==> src/pkg/meas_nvm_pkg.sv <==
// constants and types shared by the measurement result and nvm control bank
package meas_nvm_pkg;

   // ==========================================================
   // register indices on the register port
   localparam logic [7:0] ADDR_CORR_IN_VOLT = 8'h31;
   localparam logic [7:0] ADDR_CORR_OUT_VOLT = 8'h32;
   localparam logic [7:0] ADDR_CORR_OUT_CURR = 8'h33;
   localparam logic [7:0] ADDR_NVM_CTRL = 8'h34;

   // ==========================================================
   // field layout
   localparam int CODE_W = 12;
   localparam int WORD_W = 16;
   localparam int CODE_LSB = 4;      // code sits in bits 15..4
   localparam int SAVE_BIT = 0;
   localparam int RESTORE_BIT = 1;
   localparam int NUM_RESULTS = 3;

   // measurement slot numbers on the result update port
   localparam logic [1:0] SLOT_IN_VOLT = 2'h0;
   localparam logic [1:0] SLOT_OUT_VOLT = 2'h1;
   localparam logic [1:0] SLOT_OUT_CURR = 2'h2;

   // sampling select encodings
   localparam logic [1:0] SEL_IN_VOLT = 2'h0;
   localparam logic [1:0] SEL_OUT_VOLT = 2'h1;
   localparam logic [1:0] SEL_OUT_CURR_MIRROR = 2'h2;
   localparam logic [1:0] SEL_OUT_CURR = 2'h3;

   // scaling, for reference by software models
   localparam int VOLT_CODES_PER_VOLT = 100;
   localparam int CURR_CODE_OFFSET = 1024;
   localparam int CURR_UV_PER_CODE = 25;

   // ==========================================================
   // values after reset
   localparam logic [WORD_W-1:0] RESULT_RESET = 16'h0000;
   localparam logic [WORD_W-1:0] NVM_CTRL_RESET = 16'h0000;
   localparam logic [WORD_W-1:0] READ_ZERO = 16'h0000;

   typedef enum logic [1:0] {
      NVM_IDLE = 2'b00,
      NVM_SAVE = 2'b01,
      NVM_RESTORE = 2'b10
   } nvm_state_type;

endpackage

==> src/logic/meas_nvm_bank.sv <==
// measurement result words and nvm save/restore control register bank
`timescale 1ns/1ps
`default_nettype none

// Overview of operation
// - Input voltage code bits 11..0 read in word bits 15..4.
// - Bits 3..0 of every result word read as zero.
// - Input voltage code over 100 gives volts, stored unaltered.
// - Output voltage code sits in bits 15..4, code over 100 is volts.
// - Output current code bits 11..0 read in word bits 15..4.
// - Output current code is offset binary around 1024, unaltered.
// - Result words are read only and host writes have no effect.
// - A one in nvm control bit 1 with bit 0 clear starts a restore, cleared when done.
// - A one in nvm control bit 0 starts a save, cleared when done.
// - Nvm control bits 15..2 read zero and requests reset to zero.
// - With automatic sampling a read of the chosen word triggers, except for the mirror select, which matches only reads of 8'hff.
module meas_nvm_bank
   import meas_nvm_pkg::*;
(
   // clock and reset
   input wire logic clk,
   input wire logic rstn,
   // register port
   input wire logic [7:0] reg_addr,
   input wire logic reg_wr,
   input wire logic reg_rd,
   input wire logic [WORD_W-1:0] reg_wdata,
   output logic [WORD_W-1:0] reg_rdata,
   output logic reg_rvalid,
   // results from the conversion engine
   input wire logic meas_valid,
   input wire logic [1:0] meas_slot,
   input wire logic [CODE_W-1:0] meas_code,
   // sampling configuration from the adc start register
   input wire logic auto_sample,
   input wire logic [1:0] sampling_select,
   output logic conv_trigger,
   // nvm engine handshake
   output logic save_start,
   output logic restore_start,
   input wire logic nvm_done
);

   // ==========================================================
   // helpers
   // pack a 12-bit code into the upper bits of a word, low nibble zero
   function automatic logic [WORD_W-1:0] pack_code(
      input logic [CODE_W-1:0] code
   );
      pack_code = {code, 4'h0};
   endfunction

   // address of the word chosen by the sampling select field
   function automatic logic [7:0] sel_addr(input logic [1:0] sel);
      case (sel)
         SEL_IN_VOLT: sel_addr = ADDR_CORR_IN_VOLT;
         SEL_OUT_VOLT: sel_addr = ADDR_CORR_OUT_VOLT;
         SEL_OUT_CURR: sel_addr = ADDR_CORR_OUT_CURR;
         default: sel_addr = 8'hff; // mirror word lives outside this bank
      endcase
   endfunction

   // ==========================================================
   // result storage
   logic [CODE_W-1:0] result_r [NUM_RESULTS];
   logic [CODE_W-1:0] result_nxt [NUM_RESULTS];

   // whole code replaced at once; host writes never reach here
   always_comb begin
      for (int i = 0; i < NUM_RESULTS; i++) begin
         result_nxt[i] = result_r[i];
      end
      if (meas_valid && meas_slot < NUM_RESULTS[1:0]) begin
         result_nxt[meas_slot] = meas_code;
      end
   end

   always_ff @(posedge clk or negedge rstn) begin
      if (!rstn) begin
         for (int i = 0; i < NUM_RESULTS; i++) begin
            result_r[i] <= RESULT_RESET[WORD_W-1:CODE_LSB];
         end
      end else begin
         for (int i = 0; i < NUM_RESULTS; i++) begin
            result_r[i] <= result_nxt[i];
         end
      end
   end

   // ==========================================================
   // nvm control
   nvm_state_type nvm_state_r, nvm_state_nxt;
   logic save_start_r, save_start_nxt;
   logic restore_start_r, restore_start_nxt;
   logic nvm_wr;

   assign nvm_wr = reg_wr && (reg_addr == ADDR_NVM_CTRL);

   // new requests are ignored while one is running; save wins a tie
   always_comb begin
      nvm_state_nxt = nvm_state_r;
      save_start_nxt = 1'b0;
      restore_start_nxt = 1'b0;
      case (nvm_state_r)
         NVM_IDLE: begin
            if (nvm_wr && reg_wdata[SAVE_BIT]) begin
               nvm_state_nxt = NVM_SAVE;
               save_start_nxt = 1'b1;
            end else if (nvm_wr && reg_wdata[RESTORE_BIT]) begin
               nvm_state_nxt = NVM_RESTORE;
               restore_start_nxt = 1'b1;
            end
         end
         NVM_SAVE, NVM_RESTORE: begin
            if (nvm_done) begin
               nvm_state_nxt = NVM_IDLE;
            end
         end
         default: nvm_state_nxt = NVM_IDLE;
      endcase
   end

   always_ff @(posedge clk or negedge rstn) begin
      if (!rstn) begin
         nvm_state_r <= NVM_IDLE;
         save_start_r <= 1'b0;
         restore_start_r <= 1'b0;
      end else begin
         nvm_state_r <= nvm_state_nxt;
         save_start_r <= save_start_nxt;
         restore_start_r <= restore_start_nxt;
      end
   end

   assign save_start = save_start_r;
   assign restore_start = restore_start_r;

   // ==========================================================
   // read path and conversion trigger
   logic [WORD_W-1:0] rdata_r, rdata_nxt;
   logic rvalid_r, rvalid_nxt;
   logic trig_r, trig_nxt;

   always_comb begin
      rdata_nxt = rdata_r;
      rvalid_nxt = reg_rd;
      if (reg_rd) begin
         case (reg_addr)
            ADDR_CORR_IN_VOLT: rdata_nxt = pack_code(result_r[SLOT_IN_VOLT]);
            ADDR_CORR_OUT_VOLT:
               rdata_nxt = pack_code(result_r[SLOT_OUT_VOLT]);
            ADDR_CORR_OUT_CURR:
               rdata_nxt = pack_code(result_r[SLOT_OUT_CURR]);
            ADDR_NVM_CTRL: begin
               rdata_nxt = READ_ZERO;
               rdata_nxt[SAVE_BIT] = (nvm_state_r == NVM_SAVE);
               rdata_nxt[RESTORE_BIT] = (nvm_state_r == NVM_RESTORE);
            end
            default: rdata_nxt = READ_ZERO; // unmapped reads zero
         endcase
      end
      trig_nxt = reg_rd && auto_sample
         && (reg_addr == sel_addr(sampling_select));
   end

   // writes to result words fall through with no effect
   always_ff @(posedge clk or negedge rstn) begin
      if (!rstn) begin
         rdata_r <= READ_ZERO;
         rvalid_r <= 1'b0;
         trig_r <= 1'b0;
      end else begin
         rdata_r <= rdata_nxt;
         rvalid_r <= rvalid_nxt;
         trig_r <= trig_nxt;
      end
   end

   assign reg_rdata = rdata_r;
   assign reg_rvalid = rvalid_r;
   assign conv_trigger = trig_r;

endmodule

`default_nettype wire

==> config.mk <==
export PLATFORM = sky130hd
export DESIGN_NAME = meas_nvm_bank
export DESIGN_NICKNAME = d
export VERILOG_FILES = /design/src/pkg/meas_nvm_pkg.sv /design/src/logic/meas_nvm_bank.sv
export SDC_FILE = /design/constraint.sdc
export NUM_CORES = 1
export LEC_CHECK = 0
export BUFFER_PORTS_ARGS = -buffer_cell sky130_fd_sc_hd__buf_4
export CORE_UTILIZATION = 35
export DETAILED_ROUTE_END_ITERATION = 10
export GPL_ROUTABILITY_DRIVEN = 0
export GPL_TIMING_DRIVEN = 0
export HOLD_SLACK_MARGIN = 0.12
export SLEW_MARGIN = 10
export SYNTH_ARGS = -nofsm -noshare
export SYNTH_HDL_FRONTEND = slang
export SYNTH_SLANG_ARGS = --single-unit
==> constraint.sdc <==
create_clock -name clk -period 1.3 [get_ports clk]
set_input_delay 0.13 -clock clk [delete_from_list [all_inputs] [get_ports clk]]
set_output_delay 0.13 -clock clk [all_outputs]
set_load 0.05 [all_outputs]
# --- After elaboration in Yosys (flattened, before gate mapping) ---
# Index checks and enable logic that the tools add are counted.
op_classes:
  order_cmp: 3
  n_mux: 14
  bitwise_logic: 1
  n_reduce_logical: 11
  n_eq_ne: 11
ops:
  columns: ["op", "n"]
  rows:
  - ["16-bit case mux with 4 select lines", 1]
  - ["36-bit bitwise mux", 1]
  - ["8-bit by 6-bit == test with 1-bit output, second input constant", 4]
  - ["12-bit demux with 2-bit select", 1]
  - ["8-bit case mux with 3 select lines", 1]
  - ["12-bit two-way mux", 1]
  - ["8-bit == test", 1]
  - ["1-bit logical AND", 7]
  - ["2-bit two-way mux", 3]
  - ["1-bit two-way mux", 5]
  - ["2-bit by 1-bit == test with 1-bit output, second input constant", 2]
  - ["2-bit == test, second input constant", 2]
  - ["2-bit logical NOT", 2]
  - ["2-bit case mux with 2 select lines", 1]
  - ["3-bit greater-or-equal comparator, second input constant", 1]
  - ["3-bit by 1-bit < comparator with 1-bit output, second input constant", 1]
  - ["3-bit inequality test, second input constant", 1]
  - ["2-bit NOT with 3-bit output", 1]
  - ["2-bit < comparator, second input constant", 1]
  - ["2-bit inequality test, second input constant", 1]
  - ["2-bit AND reduction", 1]
  - ["2-bit OR reduction", 1]
totals:
  out_inout_bits: 20
  in_bits: 47
  wordCells: 49
  regBits: 58

# --- Logic depth before layout (Yosys ltp) ---
depth:
  word_depth: 6
  depth_mapped: 6
  ltp_nobuf: 6

# --- Least setup slack after synthesis ---
# Ideal clock, no wire load.
synth_timing:
  path_kind: "flip-flop to flip-flop"
  start: "reg nvm_state_r[0]"
  end: "reg nvm_state_r[0]"
  synth_period_minus_slack_ns: 1.406
  required_ns: 1.172
  stages_incl_launch_ff: 7
  setup_time_ns: 0.128
  n_path_buf: 0
  path_slack_ns: -0.106
  t_arrival_ns: 1.278
  path_cell_list: "dfrtp_1 -> inv_1 -> ha_1 -> nor2b_1 -> o22ai_1 -> a22oi_1 -> mux2i_1"
synth_via:
  elab_chain_len: 4
  word_cells_on_any_way: 8
  classes_between: "eq/ne (4); mux (1); reduce/logical (3)"
synth_rtl:
  columns: ["item", "line_no", "text"]
  rows:
  - ["start: declaration", "meas_nvm_bank.sv:92", "nvm_state_type nvm_state_r, nvm_state_nxt;"]
  - ["start signal: assignment", "meas_nvm_bank.sv:129", "nvm_state_r <= nvm_state_nxt;"]
  - ["2-bit by 1-bit == test with 1-bit output / 2-bit == test (equally long branches)", "meas_nvm_bank.sv:104", "case (nvm_state_r)"]
  - ["2-bit OR reduction", "meas_nvm_bank.sv:104", null]
  - ["2-bit inequality test (no line)", null, null]
  - ["2-bit AND reduction (no line)", null, null]
# Parallel ways exist; a longest one is shown, timed or not.
# A chain may end at the register's enable or synchronous reset.

# --- Final worst setup path ---
layout_timing:
  start: "reg nvm_state_r[1]"
  end: "reg nvm_state_r[0]"
# Same word-level chain as after synthesis.

==> flow_metrics.py <==
metrics = {
    "run_status": {
        "result_of_the_run": "complete, but fails checks",
        "failed_checks": "setup timing",
    },
    "floorplan": {
        "placementRows": 31,
        "floorplan.initialDensity_pct": 36.6,
        "coreArea_mm2": 0.00729,
        "floorplan.die.height_um": 89.3,
        "die-width_um": 89.3,
        "top_level_ports": 67,
        "design.die.area_mm2": 0.00797,
    },
    "sta": {
        "hold_viol_final": 0,
        "final_worst_path_setup_slack_ps": -22.6,
        "drv_slew": 0,
        "final_min_period_over_clock_period_pct": 102,
        "worst_clock_skew_ps": 10.8,
        "grt_setup_unrepaired": "true",
        "final_period_minus_worst_setup_slack_ps": 1320,
        "timing_worst_slew_pin_value_ps": 766,
        "timing.final.setup_violations": 1,
        "setup-tns-final_ps": -22.6,
        "worst_slew_margin_rel_pct": 48.9,
        "fmax_ghz": 0.756,
    },
    "drt": {
        "first_iter_violations": 39,
        "firstDrtPassIters": 4,
        "dr_total_vias": 1823,
        "drc_errors": 0,
        "antenna_violating_nets_post_route": 0,
        "vias_per_cell": 4.75,
        "wire_length_per_cell_um": 14.5,
        "postRouteWirelength_um": 5570,
    },
    "placed_design": {
        "placement.cell_area_mm2": 0.00316,
        "dpl.hpwl_um": 3710,
        "placed_cells_incl_taps": 351,
        "portBuffers": 48,
    },
    "clock_network": {
        "clock_insertion_delay_worst_skew_ps": 310,
        "cts.root.buffer_cell": "sky130_fd_sc_hd__clkbuf_8",
        "clock-sinks": 56,
        "clock_tree.buffer_depth": 2,
        "cts_tree": "built",
        "cts-buffers-inserted": 5,
        "worst_setup_hold_path_clk_slew_ps": 90,
        "htree_num_levels": 2,
    },
    "synthesis": {
        "synth_compound_area_share_pct": 12.1,
        "synth.distinct_cells": 32,
        "ys_seq_area_share_pct": 52.6,
        "synthesis.yosys.warnings": 0,
        "ys_seq_elements": 56,
        "synthAdderAreaFrac_pct": 1.41,
        "netlist_area_mm2": 0.00267,
        "synth_simple_gate_area_share_pct": 6.15,
        "xor_xnor_share_of_the_synthesized_area_pct": 0,
        "synthesis.instances": 203,
        "combinational_family_with_the_most_area_after_synthesis": "multiplexers",
        "syn_avg_cell_area_um2": 13.1,
        "synth.mux.area_fraction_pct": 21.9,
    },
    "layout": {
        "most_used_cells_in_the_layout_excluding_fill_and_tap_cells": "sky130_fd_sc_hd__buf_4 (59), sky130_fd_sc_hd__dfrtp_1 (56), sky130_fd_sc_hd__mux2_2 (46), sky130_fd_sc_hd__dlygate4sd3_1 (17), sky130_fd_sc_hd__inv_1 (15)",
        "design_area_mm2": 0.00353,
        "layout-area-overhead-vs-synth_pct": 32.5,
        "final-instance-count-excl-fill": 384,
        "diodes": 0,
        "final_core_util_pct": 48.5,
        "layout.cells.most_common": "sky130_fd_sc_hd__buf_4",
        "drive_above_1_share_pct": 52.6,
        "finalNetCount": 334,
    },
    "global_routing": {
        "global_route.usage.total_pct": 15.5,
        "antenna_found_initial": 0,
        "grt_pass1_wl_um": 8940,
        "largest_net_degree_at_the_start_of_global_routing": 57,
        "vias_in_the_first_global_route": 1792,
        "overflow": 0,
    },
    "hold_path": {
        "min-delay-path-class": "primary input to register",
    },
    "worst_setup_path": {
        "crit_path_end_kind": "register",
        "timing.critical_path.required_ps": 1490,
        "crit_type": "register to register",
        "crit_path_start": "nvm_state_r[1]",
        "path_max_fanout": 5,
        "reg2reg_to": "nvm_state_r[0]",
        "ff2ff_setup_slack_ps": -20,
        "crit-reg2reg-launch": "nvm_state_r[1]",
        "cp-start-kind": "register",
        "endpoint_arrival_time_on_the_critical_path_ps": 1510,
        "ff_to_ff_path_depth": 6,
        "timing.critical_path.to": "nvm_state_r[0]",
    },
    "flow_run": {
        "drv.max_cap_violation_count": 0,
    },
    "pwr": {
        "worst_ir_drop_vdd_mv": 0.464,
        "cellPowerDensity_mw_per_mm2": 1120,
        "cellLeakagePower_nw": 1.56,
        "post-layout-total-power_w": 0.00395,
    },
}
how the worst min path moves through the flow:
| stage | from | endpoint | slack, ps | depth (start not counted) |
|---|---|---|---|---|
| after floorplan | rstn | conv_trigger | -170 | 0 |
| after global placement | rstn | reg_rdata[6] | 240 | 1 |
| after detailed placement | rstn | result_r[14] | 240 | 1 |
| after CTS | reg_addr[6] | conv_trigger | 130 | 4 |
| after global routing | reg_addr[6] | conv_trigger | 150 | 4 |
| final | reg_addr[6] | conv_trigger | 130 | 4 |
cell type report:
cell class	instances	area, um2
fillers	716	3760
flip-flops and latches	56	1400
multi-input cells	118	1150
repair buffers	73	591
well taps	99	124
plain buffers	13	90.1
clock buffers	5	68.8
inverters	17	63.8
clock inverters	3	42.5
cells in the mapped netlist (all sizes together):
cell type  count  share of area [%]
nand3b         2               0.56
nor2b          4               0.94
dfrtp         56                 53
nor3           3               0.75
mux2i          2               0.75
nand2b         1               0.23
ha             3                1.4
o2111ai        1               0.33
and3           1               0.23
nand3          2               0.38
nand2          7               0.99
buf           13                3.4
nor2           4               0.56
conb           1               0.14
nor4           1               0.80
o211ai         1               0.47
nor3b          1               0.47
a22oi         13                4.4
nand4          1               0.23
a21oi          1               0.19
inv           17                2.4
o22ai         16                6.1
mux2          49                 21
a31oi          1               0.23
o21ai          2               0.38
metrics by stage:
step / setup WS, ps / hold WS (ps)
after floorplan: 26.2 / -166
after global placement: -62.2 / 236
after detailed placement: -95.4 / 238
after CTS: -9.90 / 126
after global routing: -106 / 154
final: -22.6 / 133
repair_timing:
action / CTS / global route
pin swaps: 3 / 2
endpoints found under the setup margin: 2 / 2
buffers inserted: 7 / 1
resized for setup: 3 / 4
hold buffers: 17 / 0
hold endpoints to repair: 96 / 0
cells by family after synthesis:
family          Yosys count
compound gates           35
fa+ha+maj                 3
buf+inv                  30
flops                    56
mux                      51
other cells               1
simple gates             27
where the power goes:
group | leakage (nW) | internal (W) | total [W] | switching (W)
Combinational | 0.807 | 0.000444 | 0.000749 | 0.000304
Clock | 0.0541 | 0.000571 | 0.00114 | 0.000564
Sequential | 0.703 | 0.00196 | 0.00206 | 0.000104
worst max-delay path, stage by stage, from the launching register on:
cell	delay, ps
sky130_fd_sc_hd__dfrtp_1	390
sky130_fd_sc_hd__inv_2	70
sky130_fd_sc_hd__ha_4	250
sky130_fd_sc_hd__nor2b_4	190
sky130_fd_sc_hd__o22ai_2	100
sky130_fd_sc_hd__a22oi_2	130
sky130_fd_sc_hd__mux2i_1	90
metal layers:
layer / global-route usage [%] / wire (um) / part of all wire (%) / vias up
li1: - / - / - / 880
met1: 20.5 / 2560 / 46 / 879
met2: 24.1 / 2640 / 47 / 52
met3: 3.05 / 224 / 4.0 / 12
met4: 7.94 / 147 / 2.6 / 0
met5: 0 / 0 / 0 / -
sequential cells by signal, indices dropped and copies added, names as in the netlist:
| register | cells |
|---|---|
| reg_rdata | 14 |
| nvm_state_r | 2 |
| save_start | 1 |
| restore_start | 1 |
| reg_rvalid | 1 |
| conv_trigger | 1 |
| result_r | 36 |
Note: power is estimated with default switching activity, not from simulation.
